==> config.mk <==
export PLATFORM = sky130hd
export DESIGN_NAME = mldc_top
export DESIGN_NICKNAME = d
export VERILOG_FILES = /design/src/mldc_pkg.sv /design/src/mldc_top.sv
export SDC_FILE = /design/constraint.sdc
export NUM_CORES = 1
export LEC_CHECK = 0
export BUFFER_PORTS_ARGS = -buffer_cell sky130_fd_sc_hd__buf_4
export CAP_MARGIN = 20
export CORE_MARGIN = 3
export CORE_UTILIZATION = 30
export CTS_CLUSTER_DIAMETER = 200
export DETAILED_ROUTE_END_ITERATION = 12
export GPL_TIMING_DRIVEN = 0
export HOLD_SLACK_MARGIN = 0.1
export SYNTH_ARGS = -nofsm -noshare
export SYNTH_HDL_FRONTEND = slang
export SYNTH_SLANG_ARGS = --single-unit
==> constraint.sdc <==
create_clock -name core_clk_i -period 27.2 [get_ports core_clk_i]
set_input_delay 8.16 -clock core_clk_i [delete_from_list [all_inputs] [get_ports core_clk_i]]
set_output_delay 8.16 -clock core_clk_i [all_outputs]
set_load 0.01 [all_outputs]
==> src/mldc_pkg.sv <==
// package for the mesh link diagnostic counter block: register map,
// reset values, ranges and timing constants.
// assumes a 40 MHz core clock and a 32-bit classic wishbone register bus.
package mldc_pkg;
  // clock and timing
  localparam int unsigned CLK_HZ = 40000000;
  localparam int unsigned SLOT_MS = 13; // one rebroadcast delay slot, ms
  localparam int unsigned SLOT_CYCLES_DFLT = (CLK_HZ / 1000) * SLOT_MS;
  localparam int unsigned UNI_ATTEMPT_MS_DFLT = 10; // per-attempt unicast hop budget
  localparam int unsigned BC_TX_MS_DFLT = 18; // broadcast airtime budget

  // register byte offsets
  localparam logic [7:0] OFS_TX_BYTE = 8'h00;
  localparam logic [7:0] OFS_SIG_LEVEL = 8'h04;
  localparam logic [7:0] OFS_GOOD_FRAME = 8'h08;
  localparam logic [7:0] OFS_ACK_TIMEOUT = 8'h0C;
  localparam logic [7:0] OFS_TX_FAILURE = 8'h10;
  localparam logic [7:0] OFS_ACKED_UNI = 8'h14;
  localparam logic [7:0] OFS_UNI_HOP_MS = 8'h18;
  localparam logic [7:0] OFS_BC_HOP_MS = 8'h1C;
  localparam logic [7:0] OFS_NODE_ROLE = 8'h20;
  localparam logic [7:0] OFS_BC_RADIUS = 8'h24;
  localparam logic [7:0] OFS_MAX_HOP = 8'h28;
  localparam logic [7:0] OFS_SLOT_MAX = 8'h2C;
  localparam logic [7:0] OFS_MESH_RETRY = 8'h30;
  localparam logic [7:0] OFS_LINK_ATTEMPT = 8'h34;
  localparam logic [7:0] OFS_IRQ_STATUS = 8'h38;
  localparam logic [7:0] OFS_IRQ_CLEAR = 8'h3C;
  localparam logic [7:0] OFS_IRQ_ENABLE = 8'h40;

  // counter limits and reset values
  localparam logic [15:0] CNT_MAX = 16'hFFFF;
  localparam logic [15:0] CNT_RST = 16'h0000;

  // node role encodings
  localparam logic [1:0] ROLE_ROUTER = 2'h0;
  localparam logic [1:0] ROLE_END_DEVICE = 2'h2;

  // parameter ranges and defaults
  localparam logic [5:0] RADIUS_MAX = 6'h20;
  localparam logic [5:0] RADIUS_RST = 6'h00;
  localparam logic [5:0] HOP_MIN = 6'h01;
  localparam logic [5:0] HOP_MAX = 6'h20;
  localparam logic [5:0] HOP_RST = 6'h07;
  localparam logic [3:0] SLOT_MIN = 4'h1;
  localparam logic [3:0] SLOT_MAX = 4'hA;
  localparam logic [3:0] SLOT_RST = 4'h3;
  localparam logic [2:0] MESH_RETRY_RST = 3'h1;
  localparam logic [3:0] LINK_ATTEMPT_RST = 4'hA;

  // interrupt status bit positions
  localparam int unsigned IRQ_W = 6;
  localparam int unsigned IRQ_TX_BYTE_WRAP = 0;
  localparam int unsigned IRQ_GOOD_SAT = 1;
  localparam int unsigned IRQ_ACK_TO_SAT = 2;
  localparam int unsigned IRQ_TX_FAIL_SAT = 3;
  localparam int unsigned IRQ_ACKED_SAT = 4;
  localparam int unsigned IRQ_RSSI_NEW = 5;

  // lfsr seed for the rebroadcast slot draw
  localparam logic [15:0] LFSR_SEED = 16'hACE1;

  // rebroadcast delay sequencer states
  typedef enum logic [0:0] {RB_IDLE, RB_WAIT} mldc_rb_e;
endpackage

==> src/mldc_top.sv <==
// mesh link diagnostic counters and mesh parameter bank, one module.
// assumes synchronous event strobes one clock wide, a classic wishbone
// master that holds each request until ack, and core_clk_i at 40 MHz.
`timescale 1ns/1ps
module mldc_top
  import mldc_pkg::*;
#(
  parameter int unsigned SLOT_CYCLES = SLOT_CYCLES_DFLT,
  parameter int unsigned UNI_ATTEMPT_MS = UNI_ATTEMPT_MS_DFLT,
  parameter int unsigned BC_TX_MS = BC_TX_MS_DFLT
) (
  input wire logic core_clk_i,
  input wire logic srst_i,
  input wire logic ce_i,
  // wishbone classic slave
  input wire logic wb_cyc_i,
  input wire logic wb_stb_i,
  input wire logic wb_we_i,
  input wire logic [7:0] wb_adr_i,
  input wire logic [3:0] wb_sel_i,
  input wire logic [31:0] wb_dat_i,
  output logic [31:0] wb_dat_o,
  output logic wb_ack_o,
  // mac and radio events
  input wire logic tx_byte_i,
  input wire logic good_frame_i,
  input wire logic ack_timeout_i,
  input wire logic tx_failure_i,
  input wire logic acked_unicast_i,
  input wire logic rx_packet_i,
  input wire logic [7:0] rx_level_i,
  input wire logic rebroadcast_req_i,
  // derived controls
  output logic end_device_o,
  output logic relay_allow_o,
  output logic [5:0] eff_radius_o,
  output logic [5:0] max_hop_estimate_o,
  output logic rebroadcast_go_o,
  output logic net_ack_req_o,
  output logic [3:0] net_attempt_max_o,
  output logic mac_ack_req_o,
  output logic [3:0] mac_attempt_max_o,
  output logic irq_o
);

  // refuse a slot length the 24-bit timer cannot hold
  if (SLOT_CYCLES < 1 || SLOT_CYCLES > 24'hFFFFFF) begin : g_chk_slot
    $error("SLOT_CYCLES out of range");
  end
  // both timeouts must fit their 16-bit read-only registers at the
  // widest settings, ten slots and fifteen link attempts
  if (UNI_ATTEMPT_MS > 4095 || BC_TX_MS > 16'hFF7D) begin : g_chk_ms
    $error("timeout budget out of range");
  end

  localparam logic [23:0] SLOT_LAST = 24'(SLOT_CYCLES - 1);

  // whole module state
  // counters, settings, bus answer, sequencer, then derived flags
  typedef struct packed {
    logic [15:0] tx_byte_count;
    logic [15:0] good_frame_count;
    logic [15:0] ack_timeout_count;
    logic [15:0] tx_failure_count;
    logic [15:0] acked_unicast_count;
    logic [7:0] last_hop_signal_level;
    logic [15:0] uni_hop_ms;
    logic [15:0] bc_hop_ms;
    logic [1:0] node_role;
    logic [5:0] broadcast_radius;
    logic [5:0] max_hop_estimate;
    logic [3:0] rebroadcast_slot_max;
    logic [2:0] mesh_retry_limit;
    logic [3:0] link_attempt_limit;
    logic [IRQ_W-1:0] irq_status;
    logic [IRQ_W-1:0] irq_enable;
    logic irq;
    logic wb_ack;
    logic [31:0] wb_dat;
    mldc_rb_e rb_state;
    logic [3:0] rb_slots_left;
    logic [23:0] rb_cycles;
    logic [15:0] lfsr;
    logic rb_go;
    logic end_device;
    logic relay_allow; // inverse of end_device, kept on its own flop
    logic [5:0] eff_radius;
    logic net_ack_req;
    logic [3:0] net_attempt_max;
    logic mac_ack_req;
    logic [3:0] mac_attempt_max;
  } mldc_state_s;

  mldc_state_s st; // registered state
  mldc_state_s next_st; // next state

  // saturating increment, holds at the top
  function automatic logic [15:0] mldc_sat_inc(input logic [15:0] v);
    mldc_sat_inc = (v == CNT_MAX) ? v : v + 16'h0001;
  endfunction

  // pick a random slot count in 1..max
  function automatic logic [3:0] mldc_draw(input logic [15:0] r, input logic [3:0] m);
    logic [3:0] d;
    d = 4'(r[7:0] % {4'h0, m});
    mldc_draw = d + 4'h1;
  endfunction

  logic req; // bus request not yet answered
  logic wr; // write accepted this cycle
  logic [15:0] wmask; // byte-lane mask for 16-bit fields
  logic [15:0] wdat16; // masked write data helper
  logic [31:0] rdat; // read mux
  logic [5:0] radius_eff; // effective broadcast radius
  logic [IRQ_W-1:0] ev; // event pulses into status

  // next-state logic; every field is computed from st and the inputs,
  // and only the irq flag looks at next values already worked out here
  always_comb begin
    req = wb_cyc_i & wb_stb_i & ~st.wb_ack;
    wr = req & wb_we_i;
    wmask = {{8{wb_sel_i[1]}}, {8{wb_sel_i[0]}}};
    wdat16 = wb_dat_i[15:0] & wmask;
    next_st = st;
    ev = '0;

    // bus answer: one cycle after the request is seen
    // a write lands at the edge that takes the request, one cycle before
    // the master samples ack; read data is captured at that same edge
    next_st.wb_ack = req;

    // read data mux, unmapped reads give zero
    unique case (wb_adr_i)
      OFS_TX_BYTE: rdat = {16'h0000, st.tx_byte_count};
      OFS_SIG_LEVEL: rdat = {24'h000000, st.last_hop_signal_level};
      OFS_GOOD_FRAME: rdat = {16'h0000, st.good_frame_count};
      OFS_ACK_TIMEOUT: rdat = {16'h0000, st.ack_timeout_count};
      OFS_TX_FAILURE: rdat = {16'h0000, st.tx_failure_count};
      OFS_ACKED_UNI: rdat = {16'h0000, st.acked_unicast_count};
      OFS_UNI_HOP_MS: rdat = {16'h0000, st.uni_hop_ms};
      OFS_BC_HOP_MS: rdat = {16'h0000, st.bc_hop_ms};
      OFS_NODE_ROLE: rdat = {30'h00000000, st.node_role};
      OFS_BC_RADIUS: rdat = {26'h0000000, st.broadcast_radius};
      OFS_MAX_HOP: rdat = {26'h0000000, st.max_hop_estimate};
      OFS_SLOT_MAX: rdat = {28'h0000000, st.rebroadcast_slot_max};
      OFS_MESH_RETRY: rdat = {29'h00000000, st.mesh_retry_limit};
      OFS_LINK_ATTEMPT: rdat = {28'h0000000, st.link_attempt_limit};
      OFS_IRQ_STATUS: rdat = {26'h0000000, st.irq_status};
      OFS_IRQ_ENABLE: rdat = {26'h0000000, st.irq_enable};
      default: rdat = 32'h00000000; // clear register reads zero too
    endcase
    if (req) begin
      next_st.wb_dat = wb_we_i ? 32'h00000000 : rdat;
    end

    // a host preset beats a same-cycle event, so software reads back
    // exactly what it wrote; the dropped event is the price
    // tx byte counter, wraps; preset wins over the event
    // the wrap is flagged so software can extend the count itself
    if (wr && wb_adr_i == OFS_TX_BYTE) begin
      next_st.tx_byte_count = (st.tx_byte_count & ~wmask) | wdat16;
    end else if (tx_byte_i) begin
      next_st.tx_byte_count = st.tx_byte_count + 16'h0001;
      ev[IRQ_TX_BYTE_WRAP] = (st.tx_byte_count == CNT_MAX);
    end

    // good frames, read only and saturating
    // saturation flags fire on the step into the top value, once only
    if (good_frame_i) begin
      next_st.good_frame_count = mldc_sat_inc(st.good_frame_count);
      ev[IRQ_GOOD_SAT] = (st.good_frame_count == CNT_MAX - 16'h0001);
    end

    // ack timeouts, presettable and saturating
    if (wr && wb_adr_i == OFS_ACK_TIMEOUT) begin
      next_st.ack_timeout_count = (st.ack_timeout_count & ~wmask) | wdat16;
    end else if (ack_timeout_i) begin
      next_st.ack_timeout_count = mldc_sat_inc(st.ack_timeout_count);
      ev[IRQ_ACK_TO_SAT] = (st.ack_timeout_count == CNT_MAX - 16'h0001);
    end

    // frames that used every retry, saturating
    if (tx_failure_i) begin
      next_st.tx_failure_count = mldc_sat_inc(st.tx_failure_count);
      ev[IRQ_TX_FAIL_SAT] = (st.tx_failure_count == CNT_MAX - 16'h0001);
    end

    // ack-requested unicasts, presettable and saturating
    if (wr && wb_adr_i == OFS_ACKED_UNI) begin
      next_st.acked_unicast_count = (st.acked_unicast_count & ~wmask) | wdat16;
    end else if (acked_unicast_i) begin
      next_st.acked_unicast_count = mldc_sat_inc(st.acked_unicast_count);
      ev[IRQ_ACKED_SAT] = (st.acked_unicast_count == CNT_MAX - 16'h0001);
    end

    // latch the magnitude of the last received packet level
    // kept as given: a magnitude, to be read as negative dBm
    if (rx_packet_i) begin
      next_st.last_hop_signal_level = rx_level_i;
      ev[IRQ_RSSI_NEW] = 1'b1;
    end

    // mesh parameter writes; out-of-range values are ignored
    // software reads a setting back to learn whether a write was taken
    if (wr && wb_sel_i[0]) begin
      unique case (wb_adr_i)
        OFS_NODE_ROLE: begin
          // only router and end device codes are legal
          if (wb_dat_i[31:0] == {30'h00000000, ROLE_ROUTER} ||
              wb_dat_i[31:0] == {30'h00000000, ROLE_END_DEVICE}) begin
            next_st.node_role = wb_dat_i[1:0];
          end
        end
        OFS_BC_RADIUS: begin
          if (wb_dat_i[31:0] <= {26'h0000000, RADIUS_MAX}) begin
            next_st.broadcast_radius = wb_dat_i[5:0];
          end
        end
        OFS_MAX_HOP: begin
          if (wb_dat_i[31:0] >= {26'h0000000, HOP_MIN} &&
              wb_dat_i[31:0] <= {26'h0000000, HOP_MAX}) begin
            next_st.max_hop_estimate = wb_dat_i[5:0];
          end
        end
        OFS_SLOT_MAX: begin
          if (wb_dat_i[31:0] >= {28'h0000000, SLOT_MIN} &&
              wb_dat_i[31:0] <= {28'h0000000, SLOT_MAX}) begin
            next_st.rebroadcast_slot_max = wb_dat_i[3:0];
          end
        end
        OFS_MESH_RETRY: begin
          if (wb_dat_i[31:3] == 29'h00000000) begin
            next_st.mesh_retry_limit = wb_dat_i[2:0];
          end
        end
        OFS_LINK_ATTEMPT: begin
          if (wb_dat_i[31:4] == 28'h0000000) begin
            next_st.link_attempt_limit = wb_dat_i[3:0];
          end
        end
        OFS_IRQ_ENABLE: begin
          next_st.irq_enable = wb_dat_i[IRQ_W-1:0];
        end
        default: begin
          // other offsets have no parameter behind them
        end
      endcase
    end

    // sticky status: a new event wins over a same-cycle clear
    // clear and enable share the status bit layout
    if (wr && wb_sel_i[0] && wb_adr_i == OFS_IRQ_CLEAR) begin
      next_st.irq_status = (st.irq_status & ~wb_dat_i[IRQ_W-1:0]) | ev;
    end else begin
      next_st.irq_status = st.irq_status | ev;
    end
    next_st.irq = |(next_st.irq_status & next_st.irq_enable);

    // one-hop timeouts track the current parameters
    // recomputed every cycle: a read two cycles after a parameter
    // write already returns the new figure
    next_st.uni_hop_ms = 16'(({12'h000, st.link_attempt_limit} + 16'h0001) *
      16'(UNI_ATTEMPT_MS));
    next_st.bc_hop_ms = 16'({12'h000, st.rebroadcast_slot_max} * 16'(SLOT_MS) +
      16'(BC_TX_MS));

    // effective radius: zero means the widest, clamp to hop estimate
    // registered one cycle behind the settings so the port is a flop
    if (st.broadcast_radius == RADIUS_RST) begin
      radius_eff = RADIUS_MAX;
    end else if (st.broadcast_radius > st.max_hop_estimate) begin
      radius_eff = st.max_hop_estimate;
    end else begin
      radius_eff = st.broadcast_radius;
    end
    next_st.eff_radius = radius_eff;

    // derived controls, registered so the outputs come from flops
    next_st.end_device = (st.node_role == ROLE_END_DEVICE);
    next_st.relay_allow = (st.node_role != ROLE_END_DEVICE);
    next_st.net_ack_req = (st.mesh_retry_limit != 3'h0);
    next_st.net_attempt_max = {1'b0, st.mesh_retry_limit} + 4'h1;
    next_st.mac_ack_req = (st.link_attempt_limit != 4'h0);
    next_st.mac_attempt_max = st.link_attempt_limit;

    // free-running lfsr for the slot draw
    // not a secure source: it only spreads rebroadcasts of nearby nodes
    next_st.lfsr = {st.lfsr[14:0], st.lfsr[15] ^ st.lfsr[13] ^ st.lfsr[12] ^ st.lfsr[10]};

    // rebroadcast delay sequencer
    // each slot lasts SLOT_CYCLES clocks; go is a one-cycle pulse
    next_st.rb_go = 1'b0;
    unique case (st.rb_state)
      RB_IDLE: begin
        // end devices drop rebroadcast requests outright
        if (rebroadcast_req_i && st.node_role != ROLE_END_DEVICE) begin
          next_st.rb_state = RB_WAIT;
          next_st.rb_slots_left = mldc_draw(st.lfsr, st.rebroadcast_slot_max);
          next_st.rb_cycles = 24'h000000;
        end
      end
      RB_WAIT: begin
        // a role change mid-wait cancels the pending rebroadcast
        if (st.node_role == ROLE_END_DEVICE) begin
          next_st.rb_state = RB_IDLE;
        end else if (st.rb_cycles == SLOT_LAST) begin
          next_st.rb_cycles = 24'h000000;
          if (st.rb_slots_left == 4'h1) begin
            next_st.rb_state = RB_IDLE;
            next_st.rb_go = 1'b1;
          end else begin
            next_st.rb_slots_left = st.rb_slots_left - 4'h1;
          end
        end else begin
          next_st.rb_cycles = st.rb_cycles + 24'h000001;
        end
      end
    endcase
  end

  // single state register, frozen while ce_i is low
  // reset does not wait for ce_i, so the bank always starts clean
  always_ff @(posedge core_clk_i) begin
    if (srst_i) begin
      st <= '0;
      st.tx_byte_count <= CNT_RST;
      st.ack_timeout_count <= CNT_RST;
      st.acked_unicast_count <= CNT_RST;
      st.node_role <= ROLE_ROUTER;
      st.broadcast_radius <= RADIUS_RST;
      st.max_hop_estimate <= HOP_RST;
      st.rebroadcast_slot_max <= SLOT_RST;
      st.mesh_retry_limit <= MESH_RETRY_RST;
      st.link_attempt_limit <= LINK_ATTEMPT_RST;
      st.rb_state <= RB_IDLE;
      st.lfsr <= LFSR_SEED;
      st.eff_radius <= RADIUS_MAX;
      st.relay_allow <= 1'b1; // a router after reset may relay
    end else if (ce_i) begin
      st <= next_st;
    end
  end

  // outputs straight from the state flops
  assign wb_dat_o = st.wb_dat;
  assign wb_ack_o = st.wb_ack;
  assign end_device_o = st.end_device;
  assign relay_allow_o = st.relay_allow;
  assign eff_radius_o = st.eff_radius;
  assign max_hop_estimate_o = st.max_hop_estimate;
  assign rebroadcast_go_o = st.rb_go;
  assign net_ack_req_o = st.net_ack_req;
  assign net_attempt_max_o = st.net_attempt_max;
  assign mac_ack_req_o = st.mac_ack_req;
  assign mac_attempt_max_o = st.mac_attempt_max;
  assign irq_o = st.irq;

endmodule // mldc_top
# Word level (Yosys, flattened, before mapping)
# Index checks and enable logic that the tools add are counted.
[totals]
input_bits = 65
register_bits = 254
[classes]
muxes = 36
multipliers = 2
n_bitwise = 23
div_mod_pow = 1
reduce_logical = 35
addsub = 11
eq_ne = 36
order_cmp = 4
[op_table]
columns = ["operator", "count"]
rows = [
  ["case mux 16 bit (16 select lines)", 1],
  ["== test 16 bit (second input constant)", 9],
  ["2-to-1 mux 16 bit", 8],
  ["adder 16 x 1 -> 16 bit (second input constant)", 5],
  ["bitwise AND 16 bit", 4],
  ["== test 8 x 6 -> 1 bit (second input constant)", 8],
  ["case mux 29 bit (2 select lines)", 1],
  ["bitwise OR 16 bit", 3],
  ["== test 32 x 2 -> 1 bit (second input constant)", 1],
  ["== test 8 x 5 -> 1 bit (second input constant)", 4],
  ["greater-or-equal comparator 32 x 1 -> 1 bit (second input constant)", 1],
  ["<= comparator 32 x 4 -> 1 bit (second input constant)", 1],
  ["<= comparator 32 x 6 -> 1 bit (second input constant)", 1],
  ["logical NOT 32 bit", 1],
  ["2-to-1 mux 32 bit", 1],
  ["2-to-1 mux 6 bit", 5],
  ["logical NOT 29 bit", 1],
  ["2-to-1 mux 29 bit", 1],
  ["logical NOT 28 bit", 1],
  ["2-to-1 mux 28 bit", 1],
  ["adder 24 x 1 -> 24 bit (second input constant)", 1],
  ["== test 24 x 19 -> 1 bit (second input constant)", 1],
  ["2-to-1 mux 24 bit", 1],
  ["AND reduction 4 bit", 6],
  ["37 further kinds", 81],
]

# Longest topological paths before layout
[depth]
depth_word = 9
depth_mapped = 59
mapped_depth_nobuf = 57

# Least setup slack after synthesis
# Ideal clock, no wire load.
[synth_path]
kind = "reg2reg"
from = "register st[120] in the netlist's numbering"
to = "register st[61] in the netlist's numbering"
path_slack_ns = 16.472
arrival_time_ns = 10.658
required_time_ns = 27.130
stages_incl_launch_ff = 56
path_buffers = 2
path_cell_list = "dfxtp_1 buf_2 inv_1 ha_1 and3b_1 o21ai_0 nor2b_1 ha_1 o211a_1 nor3_1 ha_1 o21bai_1 o31a_1 o32a_1 ha_1 o211ai_1 a31oi_1 nor2_1 [... 20 more ...] nand2_1 nor3_2 nand2_1 o21ai_0 inv_1 ha_1 nand2_1 nand2_1 a21o_1 a21oi_1 nand2_1 a31oi_4 mux2i_1 ha_1 or3_1 a21oi_1 nor3_1 a21oi_1"
[synth_between]
elab_chain_cells = 4
[synth_rtl]
columns = ["item", "line", "text"]
rows = [
  ["start: declaration", "mldc_top.sv:94", "mldc_state_s st;"],
  ["start signal: assignment", "mldc_top.sv:340", "st <= next_st;"],
  ["modulo 8 x 4 -> 8 bit", "mldc_top.sv:105", "d = 4'(r[7:0] % {4'h0, m});"],
  ["adder 4 x 1 -> 4 bit", "mldc_top.sv:106", "mldc_draw = d + 4'h1;"],
  ["2-to-1 mux 29 bit", "mldc_top.sv:296", "if (rebroadcast_req_i && st.node_role != ROLE_END_DEVICE) begin"],
  ["case mux 29 bit (2 select lines)", "mldc_top.sv:293", "unique case (st.rb_state)"],
]
# Every way passes these cells. The select of a mux whose other input is x is not followed.
# A chain may end at the register's enable or synchronous reset.

# Worst setup path after layout
# Same ends and word-level chain as after synthesis.

==> metrics.cfg <==
[timing]
finalSetupTns_ns=0
fin_crit_ns=12.44
fin_skew_ns=0.01638
setup_viol=0
post-route-period-util_pct=45.74
slew_violations=0
fin_ws_ns=14.76
grt_setup_unrepaired=false
tightest_slew_ns=1.150
relSlewSlack_pct=23.03
hold_violations=0
timing.fmax_ghz=0.08037

[final_layout]
syn2layout_area_growth_pct=18.19
final_common_cell=nor2_1
final_cell_mix=nor2_1, dfxtp_1, nand2_1, buf_4, a21oi_1
layout-drive-gt1-share_pct=11.41
instances_no_fill=2537
fin_area_sq_um=16360
diodes=0
layout.nets=2059

[synth]
synthCells=1773
yosysSeqAreaShare_pct=32.40
postSynthAreaPerCell_sq_um=7.806
synth-xor-area-share_pct=3.037
synth_compound_area_share_pct=21.45
synth_area_sq_um=13840
yosys_warnings=0
synth_edf_count=0
synth_top_flop_cell=dfxtp_1
yosysUniqueCellTypes=82
synth_top_family_by_area=simple AND/OR/NAND/NOR gates
synthArstFlopShare_pct=0
yosys.area_share.simple_pct=23.70
synth_mux_area_share_pct=5.460
synth-adder-area-share_pct=7.160
synth-seq-cells=224

[clocking]
cts-buffers-inserted=27
cts.sinks=224
cts_tree=built
cts_root_buf=clkbuf_16
cts_setup_buffers=0
cts-htree-levels=1
cts.clk_slew.worst_paths_ns=0.07
cts_resized=0
cts_hold_buf=0
clkLatencyLatePin_ns=0.56
clockBufferDepth=3

[global_route]
met1_usage_pct=28.47
grt_pass1_wl_microns=78870
grt-ovfl-total=0
met2_usage_pct=33.95
grtUsageMet3_pct=3.570
grt_pass1_vias=13090
antenna_found_initial=0
grt_usage_pct=20.88
top_usage_layer=met2
grt_max_degree=14

[route]
dr.pass1.iters=8
wl_per_cell_microns=20.57
dr.first_iter.drc_count=1364
wirelength_microns=52180
ant_nets=0
num_vias=14100
viasPerCell=5.556
drc=0

[setup_path]
cp_top_family=compound AO/OA/AOI/OAI gates
worst-endpoint-arrival_ns=12.93
crit_slowest_cell=o21ai_0
required_ns=27.69
crit_fanout=9
setup.worst_path.end_class=register
critPathMostFrequentCell=ha_1
crit_type=reg -> reg
cp_slowest_stage_delay_ns=0.43
cp.buffers_inverters=4
cp-start-kind=register
rrSetupSlack_ns=14.76

[die]
die_h_microns=220.8
core-area_sq_um=45480
die_area_sq_um=48750
io_pins=124
start_util_pct=30.43
die_width_microns=220.8
rows=78

[power_and_ir_drop]
p_leak_nw=6.476
report.power.total_w=0.0009283
vdd_ir_drop_max_mv=0.05553
p_per_area_nw_per_um2=56.75

[worst_hold_path]
min_path_type=reg -> reg

[placed_design]
placed_cells=2487
portBuffers=99
pre_cts_ws_ns=14.81
gp_congestion=0.9716
dp_hpwl_microns=39760
dpl_cell_area_sq_um=15390

[run_status]
status=finished clean

[flow_run]
maxCapViolations=0

==> metal layers <==
metal  vias to the layer above  routed length, microns
li1                       6644                       -
met1                      6802                   22900
met2                       554                   23690
met3                        96                    4008
met4                         0                    1579
met5                         -                       0
==> path summary, 6_finish.rpt <==
check                                          start              endpoint  depth (start not counted)
worst max-delay path            st[120]$_SDFFE_PP0P_   st[61]$_SDFFE_PP0P_                         55
worst min register to register  st[168]$_SDFFE_PP0P_  st[168]$_SDFFE_PP0P_                          2
worst max register to register  st[120]$_SDFFE_PP0P_   st[61]$_SDFFE_PP0P_                         55
worst min-delay path            st[168]$_SDFFE_PP0P_  st[168]$_SDFFE_PP0P_                          2
==> kinds of logic after synthesis <==
| logic type | Yosys count |
|---|---|
| DFF | 224 |
| and+or+nand+nor | 705 |
| adders and majority gates | 78 |
| other | 1 |
| xor gates and xnor gates | 48 |
| AOI/OAI and AO/OA | 446 |
| buffers and inverters | 197 |
| muxes | 74 |
==> cells in the mapped netlist, drive strengths merged, types with 10 or more instances <==
cell type | instances | area, sq um
nand2 | 169 | 634.4
clkbuf | 91 | 341.6
xor2 | 30 | 262.8
ha | 76 | 950.9
nand3 | 71 | 355.3
inv | 45 | 168.9
o21ai | 94 | 470.5
a221oi | 16 | 140.1
nor4 | 16 | 115.1
nand3b | 15 | 112.6
a211oi | 25 | 187.7
mux2i | 71 | 710.7
nand2b | 12 | 75.07
buf | 60 | 421.7
o21a | 12 | 90.09
a22o | 13 | 113.9
a21oi | 120 | 608.1
a31oi | 16 | 121.4
a22oi | 64 | 480.5
nor3 | 50 | 260.3
and3 | 33 | 206.5
a222oi | 10 | 100.1
dfxtp | 224 | 4484
a311oi | 16 | 140.1
nand4 | 31 | 193.9
or3 | 10 | 62.56
nor2 | 258 | 968.4
xnor2 | 18 | 157.7
==> stage by stage <==
stage,utilization [%],hold slack [ns]
4_1_cts,35.97,0.4677
2_1_floorplan,-,0.4360
3_5_place_dp,33.84,0.4560
3_3_place_gp,33.84,0.4475
6_report,35.97,0.4725
5_1_grt,35.97,0.4865
==> area by class of cell <==
class | count | area (sq um)
well taps | 600 | 750.7
repair buffers | 99 | 743.2
multi-input cells | 1367 | 8477
clock inverters | 13 | 203.9
plain buffers | 151 | 763.2
inverters | 46 | 172.7
fillers | 4841 | 29120
flip-flops and latches | 224 | 4484
clock buffers | 37 | 763.2
==> power by group <==
| part | total [W] | internal (W) | switching, W |
|---|---|---|---|
| clock | 0.000398 | 0.000244 | 0.000154 |
| combinational | 0.000188 | 0.0000785 | 0.000109 |
| sequential | 0.000342 | 0.000335 | 0.00000758 |
==> worst min-delay path, stage by stage, from the launching register on <==
cell	delay, ns
dfxtp_1	0.32
nand2_1	0.06
a21oi_1	0.05
No activity file was read; power rests on OpenSTA's default activity.
